===== src/rtl/limo_pkg.sv =====
// Constants, opcodes, register map and carrier types of the move-op core.
package limo_pkg;

  // Register offsets on the APB bus (byte addresses).
  localparam logic [7:0] ADDR_INSTR  = 8'h00;
  localparam logic [7:0] ADDR_WORK   = 8'h04;
  localparam logic [7:0] ADDR_BANK   = 8'h08;
  localparam logic [7:0] ADDR_LATCH  = 8'h0C;
  localparam logic [7:0] ADDR_FSEL0  = 8'h10;
  localparam logic [7:0] ADDR_FSEL1  = 8'h14;
  localparam logic [7:0] ADDR_PC     = 8'h18;
  localparam logic [7:0] ADDR_STATUS = 8'h1C;
  localparam logic [7:0] ADDR_POWER  = 8'h20;
  localparam logic [7:0] ADDR_INTCTL = 8'h24;
  localparam logic [7:0] ADDR_BUSY   = 8'h28;

  // Field positions.
  localparam int unsigned RI_BIT      = 2;
  localparam int unsigned GIE_BIT     = 7;
  localparam int unsigned FSEL_BIT    = 2;
  localparam int unsigned REL_SEL_BIT = 6;

  // Opcodes: exact words, and pattern/mask pairs for literal, file-store and indirect-store forms.
  localparam logic [13:0] OP_NOP     = 14'h0000;
  localparam logic [13:0] OP_RESET   = 14'h0001;
  localparam logic [13:0] OP_RETURN_FROM_INTERRUPT_OP  = 14'h0009;
  localparam logic [13:0] MASK_LB    = 14'h3FE0;
  localparam logic [13:0] PAT_LB     = 14'h0020;
  localparam logic [13:0] MASK_LP    = 14'h3F80;
  localparam logic [13:0] PAT_LP     = 14'h3180;
  localparam logic [13:0] MASK_LW    = 14'h3F00;
  localparam logic [13:0] PAT_LW     = 14'h3000;
  localparam logic [13:0] MASK_WF    = 14'h3F80;
  localparam logic [13:0] PAT_WF     = 14'h0080;
  localparam logic [13:0] MASK_WI    = 14'h3FF8;
  localparam logic [13:0] PAT_WI     = 14'h0018;
  localparam logic [13:0] MASK_WIR   = 14'h3F80;
  localparam logic [13:0] PAT_WIR    = 14'h3F80;

  // Reset values.
  localparam logic        RI_RESET   = 1'b1;
  localparam logic [13:0] INSTR_RESET = 14'h0000;

  typedef enum logic [1:0] {
    MODE_PRE_INC  = 2'b00,
    MODE_PRE_DEC  = 2'b01,
    MODE_POST_INC = 2'b10,
    MODE_POST_DEC = 2'b11
  } limo_mode_type;

  typedef enum logic [1:0] {ST_IDLE, ST_EXEC, ST_RET2} limo_state_type;

  typedef struct packed {
    logic        en;
    logic [15:0] addr;
    logic [7:0]  data;
  } limo_file_wr_type;

  typedef struct packed {
    logic [7:0]  work;
    logic [4:0]  bank_select_reg;
    logic [6:0]  pc_high_latch;
    logic [15:0] fsr0;
    logic [15:0] fsr1;
    logic [14:0] pc;
    logic [7:0]  status;
    logic        global_irq_enable;
  } limo_core_type;

  localparam limo_core_type CORE_RESET = '{
    work: 8'h00, bank_select_reg: 5'h00, pc_high_latch: 7'h00, fsr0: 16'h0000,
    fsr1: 16'h0000, pc: 15'h0000, status: 8'h00, global_irq_enable: 1'b0};

endpackage : limo_pkg


===== src/rtl/limo_core.sv =====
// Move-op execution core with an APB register port.
// Functional notes
// - Load-bank-literal puts 5-bit literal into bank select, no flags.
// - Load-page-latch-literal puts 7-bit literal into the pc high latch.
// - Load-work-literal puts 8-bit literal into the working register.
// - Store-work-to-file writes working register to bank select plus 7-bit file address.
// - Indirect store writes working register where pointer 0/1 points.
// - Mode field: 00 pre-inc, 01 pre-dec, 10 post-inc, 11 post-dec.
// - Relative form addresses pointer plus signed -32..31, keeps pointer.
// - Increment modes leave pointer one higher, decrement modes one lower.
// - Pointer is 16 bits and wraps modulo 10000h.
// - Pointer updates and indirect store change no status bit.
// - Software reset resets device and clears reset-instruction flag.
// - Return-from-interrupt pops stack top to pc, sets enable, two cycles.
`timescale 1ns/1ns
module limo_core
  import limo_pkg::*;
(
  // Clock and reset.
  input  wire logic             CLK,
  input  wire logic             RESET_N,
  // APB slave.
  input  wire logic             PSEL,
  input  wire logic             PENABLE,
  input  wire logic             PWRITE,
  input  wire logic [7:0]       PADDR,
  input  wire logic [31:0]      PWDATA,
  output logic      [31:0]      PRDATA,
  output logic                  PREADY,
  output logic                  PSLVERR,
  // Data memory write port.
  output limo_file_wr_type      FILE_WRITE,
  // Return stack.
  input  wire logic [14:0]      STACK_TOP,
  output logic                  STACK_POP,
  // Device reset request.
  output logic                  SOFT_RESET
);

  limo_state_type   state;
  limo_state_type   next_state;
  limo_core_type    core;
  limo_core_type    next_core;
  limo_file_wr_type next_wr;
  logic [13:0]      instr;
  logic [13:0]      next_instr;
  logic             ri;
  logic             next_ri;
  logic             next_soft;
  logic             next_pop;
  logic             was_idle;
  logic [31:0]      next_prdata;
  logic [31:0]      rd_value;
  logic             mapped;
  logic             exec;
  logic             is_lb, is_lp, is_lw, is_wf, is_wi, is_wir;
  logic             is_nop, is_rst, is_rfie;
  logic             use_fsr1;
  logic [15:0]      fsel;
  logic [15:0]      eff_addr;
  logic [15:0]      new_fsel;
  logic [15:0]      rel_offset;

  assign exec    = (state == ST_EXEC);
  assign is_lb   = (instr & MASK_LB)  == PAT_LB;
  assign is_lp   = (instr & MASK_LP)  == PAT_LP;
  assign is_lw   = (instr & MASK_LW)  == PAT_LW;
  assign is_wf   = (instr & MASK_WF)  == PAT_WF;
  assign is_wi   = (instr & MASK_WI)  == PAT_WI;
  assign is_wir  = (instr & MASK_WIR) == PAT_WIR;
  assign is_nop  = instr == OP_NOP;
  assign is_rst  = instr == OP_RESET;
  assign is_rfie = instr == OP_RETURN_FROM_INTERRUPT_OP;

  // Waiting one idle cycle lets PRDATA be captured after the last update.
  assign PREADY  = PENABLE && (state == ST_IDLE) && was_idle;
  assign PSLVERR = PSEL && PENABLE && PREADY && !mapped;

  // Pointer arithmetic is plain 16-bit, so wrap comes for free.
  always_comb begin
    use_fsr1   = is_wir ? instr[REL_SEL_BIT] : instr[FSEL_BIT];
    fsel       = use_fsr1 ? core.fsr1 : core.fsr0;
    rel_offset = {{10{instr[5]}}, instr[5:0]};
    eff_addr   = fsel;
    new_fsel   = fsel;
    if (is_wir) begin
      eff_addr = fsel + rel_offset;
    end else begin
      unique case (limo_mode_type'(instr[1:0]))
        MODE_PRE_INC: begin
          eff_addr = fsel + 16'h0001;
          new_fsel = fsel + 16'h0001;
        end
        MODE_PRE_DEC: begin
          eff_addr = fsel - 16'h0001;
          new_fsel = fsel - 16'h0001;
        end
        MODE_POST_INC: new_fsel = fsel + 16'h0001;
        MODE_POST_DEC: new_fsel = fsel - 16'h0001;
      endcase
    end
  end

  always_comb begin
    mapped   = 1'b1;
    rd_value = 32'h0000_0000;
    unique case (PADDR)
      ADDR_INSTR:  rd_value[13:0] = instr;
      ADDR_WORK:   rd_value[7:0]  = core.work;
      ADDR_BANK:   rd_value[4:0]  = core.bank_select_reg;
      ADDR_LATCH:  rd_value[6:0]  = core.pc_high_latch;
      ADDR_FSEL0:  rd_value[15:0] = core.fsr0;
      ADDR_FSEL1:  rd_value[15:0] = core.fsr1;
      ADDR_PC:     rd_value[14:0] = core.pc;
      ADDR_STATUS: rd_value[7:0]  = core.status;
      ADDR_POWER:  rd_value[RI_BIT]  = ri;
      ADDR_INTCTL: rd_value[GIE_BIT] = core.global_irq_enable;
      ADDR_BUSY:   rd_value[0]    = (state != ST_IDLE);
      default:     mapped = 1'b0;
    endcase
    next_prdata = PSEL ? rd_value : PRDATA;
  end

  always_comb begin
    next_state = state;
    next_core  = core;
    next_instr = instr;
    next_ri    = ri;
    next_soft  = 1'b0;
    next_pop   = 1'b0;
    next_wr    = '{en: 1'b0, addr: 16'h0000, data: 8'h00};
    if (PSEL && PENABLE && PWRITE && PREADY) begin
      unique case (PADDR)
        ADDR_INSTR: begin
          next_instr = PWDATA[13:0];
          next_state = ST_EXEC;
        end
        ADDR_WORK:   next_core.work   = PWDATA[7:0];
        ADDR_BANK:   next_core.bank_select_reg    = PWDATA[4:0];
        ADDR_LATCH:  next_core.pc_high_latch = PWDATA[6:0];
        ADDR_FSEL0:  next_core.fsr0   = PWDATA[15:0];
        ADDR_FSEL1:  next_core.fsr1   = PWDATA[15:0];
        ADDR_PC:     next_core.pc     = PWDATA[14:0];
        ADDR_STATUS: next_core.status = PWDATA[7:0];
        ADDR_POWER:  next_ri          = PWDATA[RI_BIT];
        ADDR_INTCTL: next_core.global_irq_enable    = PWDATA[GIE_BIT];
        default: ;
      endcase
    end
    unique case (state)
      ST_IDLE: ;
      ST_EXEC: begin
        next_state   = ST_IDLE;
        next_core.pc = core.pc + 15'h0001;
        if (is_lb) begin
          next_core.bank_select_reg = instr[4:0];
        end else if (is_lp) begin
          next_core.pc_high_latch = instr[6:0];
        end else if (is_lw) begin
          next_core.work = instr[7:0];
        end else if (is_wf) begin
          next_wr = '{en: 1'b1, addr: {4'h0, core.bank_select_reg, instr[6:0]},
                      data: core.work};
        end else if (is_wi || is_wir) begin
          next_wr = '{en: 1'b1, addr: eff_addr,
                      data: core.work};
          if (use_fsr1) begin
            next_core.fsr1 = new_fsel;
          end else begin
            next_core.fsr0 = new_fsel;
          end
        end else if (is_rst) begin
          next_core = CORE_RESET;
          next_ri   = 1'b0;
          next_soft = 1'b1;
        end else if (is_rfie) begin
          next_core.pc  = STACK_TOP;
          next_core.global_irq_enable = 1'b1;
          next_pop      = 1'b1;
          next_state    = ST_RET2;
        end
      end
      ST_RET2: next_state = ST_IDLE;
    endcase
  end

  always_ff @(posedge CLK or negedge RESET_N) begin
    if (!RESET_N) begin
      state      <= ST_IDLE;
      core       <= CORE_RESET;
      instr      <= INSTR_RESET;
      ri         <= RI_RESET;
      SOFT_RESET <= 1'b0;
      STACK_POP  <= 1'b0;
      FILE_WRITE <= '{en: 1'b0, addr: 16'h0000, data: 8'h00};
      was_idle   <= 1'b1;
      PRDATA     <= 32'h0000_0000;
    end else begin
      state      <= next_state;
      core       <= next_core;
      instr      <= next_instr;
      ri         <= next_ri;
      SOFT_RESET <= next_soft;
      STACK_POP  <= next_pop;
      FILE_WRITE <= next_wr;
      was_idle   <= (state == ST_IDLE);
      PRDATA     <= next_prdata;
    end
  end
endmodule : limo_core


===== config.mk =====
export PLATFORM = sky130hd
export DESIGN_NAME = limo_core
export DESIGN_NICKNAME = d
export VERILOG_FILES = /design/src/rtl/limo_pkg.sv /design/src/rtl/limo_core.sv
export SDC_FILE = /design/constraint.sdc
export NUM_CORES = 1
export LEC_CHECK = 0
export ABC_AREA = 1
export BUFFER_PORTS_ARGS = -buffer_cell sky130_fd_sc_hd__buf_2
export CAP_MARGIN = 20
export CORE_MARGIN = 4
export CORE_UTILIZATION = 45
export DETAILED_ROUTE_END_ITERATION = 16
export PLACE_DENSITY = 0.66
export SKIP_CTS_REPAIR_TIMING = 1
export SLEW_MARGIN = 20
export SYNTH_ARGS = -nofsm -noshare
export SYNTH_HDL_FRONTEND = slang
export SYNTH_SLANG_ARGS = --single-unit

===== constraint.sdc =====
create_clock -name CLK -period 7.8 [get_ports CLK]
set_clock_uncertainty 0.15 [all_clocks]
set_input_delay 1.17 -clock CLK [delete_from_list [all_inputs] [get_ports CLK]]
set_output_delay 1.17 -clock CLK [all_outputs]
set_load 0.02 [all_outputs]

==> out/metrics.yaml, run 1 <==
diodes: 0
die-area_um2: 24400
placed_cell_area_um2: 10500
design_power_total_mw: 2.01
hold_depth: 2
initial_utilization_pct: 46.4
min_to: "PRDATA[9]"
ys_top_cells_by_area: "dfrtp_1, nand2_1, o21ai_0"
hp-start: "PRDATA[9]"
highest_layer: "met4"
htreeDepth: 4
worstPathArrival_ns: 4.66
crit_required_ns: 7.96
p_leak_nw: 5.37
viasPerCell: 5.78
core-area_um2: 21300
max_freq_ghz: 0.222
critPathMaxFanout: 19
grtUsageTotal_pct: 27.9
outcome: "complete, no violations"
max_stage_delay_ns: 0.77
grt_overflow: 0
drt-met1-wl_um: 15000
switching_share_pct: 34.9
synth_edf_count: 0
cts_buffers: 17
synth_cell_type_count: 52
synth_seq_cells: 137
reg2reg_to: "core[33]"
die_y_um: 156
period_minus_slack_ns: 4.50
rows: 53
maxCapViolCount: 0
antenna_found_initial: 0
wl_met2_um: 15500
crit_family: "buffers and inverters"
antenna_left: 0
fill_cells: 2131
holdCritPathClass: "reg -> reg"
synth_most_common_cell: "nand2_1"
grt_pass1_vias: 9384
drc: 0
slew_viol_final: 0
p_clk_share_pct: 39.1
setup_viol: 0
slew_headroom_pct: 33.6
insertion_delay_ns: 0.44
finalCritPeriodShare_pct: 57.7
cts_tree: "built"
syn2layout_area_growth_pct: 11.7
met3_length_um: 2560
drive_gt1_share_pct: 13.3
path_cells: "inv_1, ha_1, clkinv_1, nor2_2, nand3_2, inv_1, nand2_2, nor2_2, buf_4, inv_2, nand2_2, inv_2, o211ai_1, nand2_1"
crit_path_end_kind: "flop"
grt_pass1_wl_um: 52900
synth.top_cell.area_share_pct: 34.2
intPower_mw: 1.31
r2r_start: "state[1]"
yosysWarnings: 0
drt-total-wl_um: 34400
start_kind: "flop"
synth_ff_type: "dfrtp_1"
final_hold_viol_count: 0
synth_top_area_cell: "dfrtp_1"
fin_util_pct: 51.8
avgSynthCellArea_um2: 6.93
die_w_um: 156
clockBufferDepth: 2
rsz0062_at_grt: "false"
gp_congestion: 0.948
final_net_count: 1577
worst_pin_slew_ns: 0.989
hold_slack_ns: 0.324
cellPowerDensity_nw_per_um2: 183
fin_ws_ns: 3.30
cts-root-buf: "clkbuf_16"
vias: 10300
io_buffers: 88
syn_inst: 1423
netSwitchingPower_uw: 703
synth_commonest_cells: "nand2_1, inv_1, o21ai_0"
crit_type: "reg -> reg"
worst-path-stages: 14
r2r_cells: 14
clock_sinks: 137
crit_slowest_cell: "clkinv_1"
ioPinCount: 121
detail_route.first_pass.iterations: 6
routedWlPerCell_um: 19.3
crit_start: "state[1]"
crit_buf_inv: 6
seq_power_share_pct: 39.8
hpwl_um: 25200
stdcell_area_um2: 11000
peakVddDrop_mv: 0.153
ys_async_sr_fraction_pct: 100
synthesis.area_um2: 9870
stdcell_count: 1783
tns_ns: 0
yosysSeqAreaShare_pct: 34.8
clk_pin_slew_worst_paths_ns: 0.07
power_frac_comb_pct: 21.1
grt_max_degree: 74
r2r_slack_ns: 3.30
initialDrtViolationCount: 1229
pre_cts_ws_ns: 3.44
place_inst: 1751
## logic make-up (layout without fill, tap and decap cells)
| kind of cell | count (synthesis) | after routing | share of synthesized area (%) |
|---|---|---|---|
| xor gates and xnor gates | 26 | 26 | 2.31 |
| other | 1 | 16 | 0.0380 |
| muxes | 1 | 1 | 0.101 |
| DFF | 137 | 137 | 34.8 |
| AOI/OAI and AO/OA | 331 | 331 | 19.8 |
| buffers and inverters | 238 | 308 | 10.0 |
| and+or+nand+nor | 667 | 667 | 30.1 |
| adders and majority gates | 22 | 22 | 2.87 |
## worst max path at each step
stage / endpoint / slack (ns)
floorplan: PSLVERR / 3.78
global placement: instr[12] / 3.48
detailed placement: instr[12] / 3.44
CTS: core[33] / 3.45
global route: core[33] / 3.10
finish: core[33] / 3.30
## layer usage
layer	track usage, %	up-vias
met5	0	-
met4	11.0	0
met3	4.19	90
met2	42.9	503
met1	39.6	4844
li1	-	4869
## power groups by stage
stage	logic (mW)	registers (mW)	clock network [mW]
4_1_cts	0.420	0.800	0.791
3_5_place_dp	0.419	0.812	0
5_1_grt	0.474	0.806	0.824
6_report	0.425	0.801	0.788
2_1_floorplan	0.293	0.805	0
3_3_place_gp	0.411	0.812	0
## registers in the layout, summed over array words and instances (netlist names)
name / count
PRDATA: 16
was_idle: 1
SOFT_RESET: 1
state: 2
ri: 1
STACK_POP: 1
core: 76
FILE_WRITE: 25
instr: 14
## tightest hold or removal path: stages (launching register included)
cell	delay (ns)
dfrtp_1	0.34
nand2_1	0.05
nand2_1	0.05
## cells in the final DEF, fill, tap and decap left out, drive strengths merged, types with 5 or more instances in the layout
cell | netlist | layout
clkbuf | 30 | 17
a31oi | 7 | 7
o211ai | 40 | 40
nor4 | 8 | 8
a221oi | 7 | 7
a21oi | 48 | 48
o22ai | 42 | 42
nand4 | 12 | 12
ha | 21 | 21
inv | 171 | 180
clkinv | 8 | 12
nand3 | 100 | 100
a211oi | 5 | 5
o21ai | 152 | 152
nor2 | 92 | 92
a22oi | 10 | 10
nor3 | 17 | 17
dfrtp | 135 | 135
xor2 | 22 | 22
conb | 1 | 16
nand2 | 430 | 430
buf | 29 | 97
## layout make-up
cell class | instances | area [um2] | area share [%]
clock inverters | 15 | 130 | 1.18
repair buffers | 97 | 514 | 4.66
multi-input cells | 1063 | 5510 | 50.0
clock buffers | 17 | 425 | 3.86
flip-flops and latches | 137 | 3430 | 31.1
inverters | 179 | 672 | 6.09
well taps | 275 | 344 | 3.12
Power figures use the tool's default switching activity.
==> inputs of run 2 (changes only) <==
==> constraint.sdc (replaced) <==
create_clock -name CLK -period 4.6 [get_ports CLK]
set_clock_uncertainty 0.15 [all_clocks]
set_input_delay 0.69 -clock CLK [delete_from_list [all_inputs] [get_ports CLK]]
set_output_delay 0.69 -clock CLK [all_outputs]
set_load 0.02 [all_outputs]
==> out/metrics.yaml, run 2 (synthesized netlist as in run 1, its figures left out) <==
outcome: "complete, no violations"
cellPowerDensity_nw_per_um2: 314
crit_type: "reg -> reg"
fin_ws_ns: 0.746
grt_max_degree: 100
p_leak_nw: 5.46
largest_reg_flops: 76
cts_tree: "built"
die-area_um2: 24400
drt-total-wl_um: 34800
placed_cell_area_um2: 10600
syn2layout_area_growth_pct: 13.3
maxCapViolCount: 0
antenna_found_initial: 0
cts_buffers: 17
cts-root-buf: "clkbuf_16"
grt_overflow: 0
diodes: 0
fill_cells: 2123
start_kind: "flop"
viasPerCell: 5.77
final_common_cell: "nand2_1"
setup_viol: 0
ioPinCount: 121
drc: 0
max_freq_ghz: 0.260
pre_cts_ws_ns: 0.842
clockBufferDepth: 2
rows: 53
tns_ns: 0
hold_slack_ns: 0.226
clk_pin_slew_worst_paths_ns: 0.07
die_y_um: 156
worst_pin_slew_ns: 1.14
final_hold_viol_count: 0
drive_gt1_share_pct: 14.1
grt_pass1_wl_um: 53100
fin_util_pct: 52.5
reg_top3: "core (76), FILE_WRITE (25), PRDATA (16)"
layout_common_cells: "nand2_1, inv_1, o21ai_0, dfrtp_1, nand3_1"
hpwl_um: 25900
initial_utilization_pct: 46.4
gp_congestion: 0.960
detail_route.first_pass.iterations: 6
final_net_count: 1594
routedWlPerCell_um: 19.3
grt_pass1_vias: 9657
worstPathArrival_ns: 4.07
holdCritPathClass: "in -> async"
finalCritPeriodShare_pct: 83.8
critPathMaxFanout: 19
stdcell_area_um2: 11200
crit_required_ns: 4.81
slew_viol_final: 0
htreeDepth: 4
rsz0062_at_grt: "false"
io_buffers: 88
grtUsageTotal_pct: 27.8
peakVddDrop_mv: 0.230
die_w_um: 156
clock_sinks: 137
period_minus_slack_ns: 3.85
core-area_um2: 21300
initialDrtViolationCount: 1204
insertion_delay_ns: 0.44
vias: 10400
slew_headroom_pct: 23.3
crit_path_end_kind: "flop"
antenna_left: 0
top_register: "core"
## run 2: power breakdown
group          switching (mW)  total [mW]  internal, mW
Sequential             0.0656        1.36          1.29
Combinational           0.512       0.748         0.237
Clock                   0.630        1.40         0.769
## run 2: area by class of cell
cell class                      count  area (um2)  share of cell area [%]
Multi-Input combinational cell   1063        5510                    49.3
Timing Repair Buffer              114         642                    5.74
Clock buffer                       18         429                    3.84
Clock inverter                     14         153                    1.37
Sequential cell                   137        3430                    30.7
Inverter                          179         672                    6.01
Tap cell                          275         344                    3.08
## run 2: path summary, 6_finish.rpt
check | startpoint | to | slack (ns) | cells after the start
setup / recovery | instr[6] | FILE_WRITE[18] | 0.75 | 18
hold / removal | RESET_N | FILE_WRITE[18] | 0.23 | 1
setup reg to reg | instr[6] | FILE_WRITE[18] | 0.75 | 18
hold reg to reg | PRDATA[10] | PRDATA[10] | 0.33 | 2
max in group asynchronous | RESET_N | core[53] | 3.18 | 2
min in group CLK | PRDATA[10] | PRDATA[10] | 0.33 | 2
## run 2: routing by layer
metal | part of all wire [%] | global-route usage, % | vias to the layer above
met5 | 0 | 0 | -
met4 | 3.6 | 10.4 | 0
met3 | 8.1 | 4.36 | 86
met2 | 45 | 42.7 | 540
met1 | 43 | 39.7 | 4858
li1 | - | - | 4908
## run 2: metrics by stage
step,power [mW],cells
6_report,3.50,1800
4_1_cts,3.49,1800
3_5_place_dp,2.11,1768
5_1_grt,3.65,1800
2_1_floorplan,1.86,1438
3_3_place_gp,2.09,1768
## run 2: worst max-delay path: stages, from the launching register on
cell	delay, ns
dfrtp_1	0.48
inv_1	0.29
nand3_4	0.20
nand2_4	0.28
nand2_1	0.10
nand2_2	0.18
ha_1	0.17
inv_1	0.07
fa_1	0.47
nor3_1	0.21
nor2_1	0.13
o21ai_0	0.29
a21oi_1	0.16
xor2_1	0.17
nand2_1	0.07
nand2_1	0.05
inv_1	0.05
nand2_1	0.10
a21oi_1	0.14
==> inputs of run 3 (changes only) <==
--- a/config.mk
+++ b/config.mk
@@ -5,13 +5,13 @@
 export SDC_FILE = /design/constraint.sdc
 export NUM_CORES = 1
 export LEC_CHECK = 0
-export ABC_AREA = 1
+export ABC_AREA = 0
 export BUFFER_PORTS_ARGS = -buffer_cell sky130_fd_sc_hd__buf_2
 export CAP_MARGIN = 20
 export CORE_MARGIN = 4
 export CORE_UTILIZATION = 45
 export DETAILED_ROUTE_END_ITERATION = 16
-export PLACE_DENSITY = 0.66
+export PLACE_DENSITY = 0.67
 export SKIP_CTS_REPAIR_TIMING = 1
 export SLEW_MARGIN = 20
 export SYNTH_ARGS = -nofsm -noshare
==> constraint.sdc (replaced) <==
create_clock -name CLK -period 3.8 [get_ports CLK]
set_clock_uncertainty 0.15 [all_clocks]
set_input_delay 0.57 -clock CLK [delete_from_list [all_inputs] [get_ports CLK]]
set_output_delay 0.57 -clock CLK [all_outputs]
set_load 0.02 [all_outputs]
==> out/metrics.yaml, run 3 <==
outcome: "complete, no violations"
pre_cts_ws_ns: 0.127
fin_ws_ns: 0.225
reg2reg_to: "FILE_WRITE[22]"
vias: 8713
crit_required_ns: 3.94
die_w_um: 150
viasPerCell: 6.11
syn2layout_area_growth_pct: 19.2
antenna_found_initial: 0
holdCritPathClass: "in -> async"
synth.top_cell.area_share_pct: 37.0
r2r_slack_ns: 0.23
synth_commonest_cells: "dfrtp_1, nand2_1, mux2i_1"
gp_congestion: 0.906
die-area_um2: 22600
r2r_cells: 17
initial_utilization_pct: 46.3
synth_seq_cells: 137
top_register: "core"
drc: 0
intPower_mw: 3.73
final_net_count: 1231
yosysSeqAreaShare_pct: 37.6
avgSynthCellArea_um2: 8.91
synth_most_common_cell: "dfrtp_1"
detail_route.first_pass.iterations: 6
htreeDepth: 4
power_frac_comb_pct: 31.6
diodes: 0
hold_slack_ns: 0.0367
synth_edf_count: 0
clk_pin_slew_worst_paths_ns: 0.06
seqCellArea_um2: 3430
setup_viol: 0
initialDrtViolationCount: 999
synth_top_area_cell: "dfrtp_1"
clock_sinks: 137
start_kind: "flop"
maxCapViolCount: 0
p_clk_share_pct: 35.0
p_leak_nw: 5.15
die_y_um: 150
design_power_total_mw: 5.70
max_freq_ghz: 0.280
slew_viol_final: 0
crit_start: "instr[11]"
grt_max_degree: 85
final_hold_viol_count: 0
insertion_delay_ns: 0.42
grt_pass1_wl_um: 45900
crit_type: "reg -> reg"
grt_pass1_vias: 8221
cts_tree: "built"
io_buffers: 88
ys_top_cells_by_area: "dfrtp_1, mux2i_1, nand2_1"
multiInputGateArea_um2: 5250
syn_inst: 1024
slew_headroom_pct: 44.6
hpwl_um: 21900
tns_ns: 0
synth_cell_type_count: 79
antenna_left: 0
synth_ff_type: "dfrtp_1"
yosysWarnings: 0
worstPathArrival_ns: 3.71
switching_share_pct: 34.6
r2r_start: "instr[11]"
finalCritPeriodShare_pct: 94.1
synthesis.area_um2: 9130
reg_top3: "core (76), FILE_WRITE (25), PRDATA (16)"
peakVddDrop_mv: 0.286
cellPowerDensity_nw_per_um2: 524
rows: 51
period_minus_slack_ns: 3.57
worst_pin_slew_ns: 0.831
grt_overflow: 0
fill_cells: 1811
seq_power_share_pct: 33.4
endpoint: "FILE_WRITE[22]"
crit_path_end_kind: "flop"
rsz0062_at_grt: "false"
cts_buffers: 17
layout_common_cells: "dfrtp_1, nand2_1, buf_2, mux2i_1, buf_4"
ioPinCount: 121
drt-total-wl_um: 29700
drive_gt1_share_pct: 20.2
critPathMaxFanout: 8
final_common_cell: "dfrtp_1"
clockBufferDepth: 2
routedWlPerCell_um: 20.8
core-area_um2: 19700
netSwitchingPower_mw: 1.97
largest_reg_flops: 76
grtUsageTotal_pct: 26.3
ys_async_sr_fraction_pct: 100
cts-root-buf: "clkbuf_16"
-- run 3: how the worst min path moves through the flow --
stage	start	endpoint	slack, ns	cells after the start
5_1_grt	RESET_N	instr[4]	0.11	1
3_3_place_gp	ri	ri	0.31	2
4_1_cts	RESET_N	instr[1]	0.09	1
6_report	RESET_N	instr[4]	0.04	1
2_1_floorplan	RESET_N	FILE_WRITE[0]	0.12	0
3_5_place_dp	ri	ri	0.32	2
-- run 3: cell type report --
type,instances,share of cell area [%]
clock inverters,13,2.41
multi-input cells,793,48.3
well taps,265,3.05
clock buffers,19,4.07
repair buffers,163,9.39
flip-flops and latches,137,31.5
inverters,37,1.28
-- run 3: metrics by stage --
stage	utilization [%]	instances	cell area, um2
after CTS	55.1	1424	10900
after detailed placement	51.5	1392	10200
after global routing	55.2	1427	10900
after global placement	51.5	1392	10200
after floorplan	-	1039	9190
final	55.2	1427	10900
-- run 3: routing by layer --
layer	global-route usage, %	part of all wire, %	vias up
met4	9.97	3.0	0
li1	-	-	3969
met2	40.2	46	466
met1	36.6	41	4198
met3	5.81	9.4	80
met5	0	0	-
-- run 3: worst max-delay path: stages, from the launching register on --
cell and delay (ns):
dfrtp_1 0.38, and3_2 0.32, buf_4 0.19, a22oi_1 0.22, nor2_1 0.14, inv_1 0.10
ha_1 0.17, inv_1 0.07, fa_1 0.41, nand2b_1 0.18, a21oi_1 0.23, o21ai_0 0.13
buf_4 0.16, a31oi_1 0.21, o21ai_0 0.11, nand2b_1 0.09, xnor2_1 0.11, o22ai_1 0.09
-- run 3: logic make-up after synthesis --
| family | count (synthesis) | synth area share, % |
|---|---|---|
| flip-flops | 137 | 37.6 |
| AO/OA/AOI/OAI | 279 | 20.7 |
| multiplexers | 93 | 10.8 |
| AND/OR/NAND/NOR | 328 | 17.0 |
| adder cells (fa/ha/maj) | 23 | 3.21 |
| buffers and inverters | 109 | 5.58 |
| other | 1 | 0.0411 |
| XOR/XNOR | 54 | 5.18 |
-- run 3: power groups by stage --
stage	Combinational, mW	Clock [mW]	Sequential (mW)
after CTS	1.79	2.02	1.89
after global routing	1.98	2.08	1.92
final	1.80	2.00	1.91
after floorplan	1.34	0	1.80
after detailed placement	1.78	0	1.92
after global placement	1.75	0	1.91
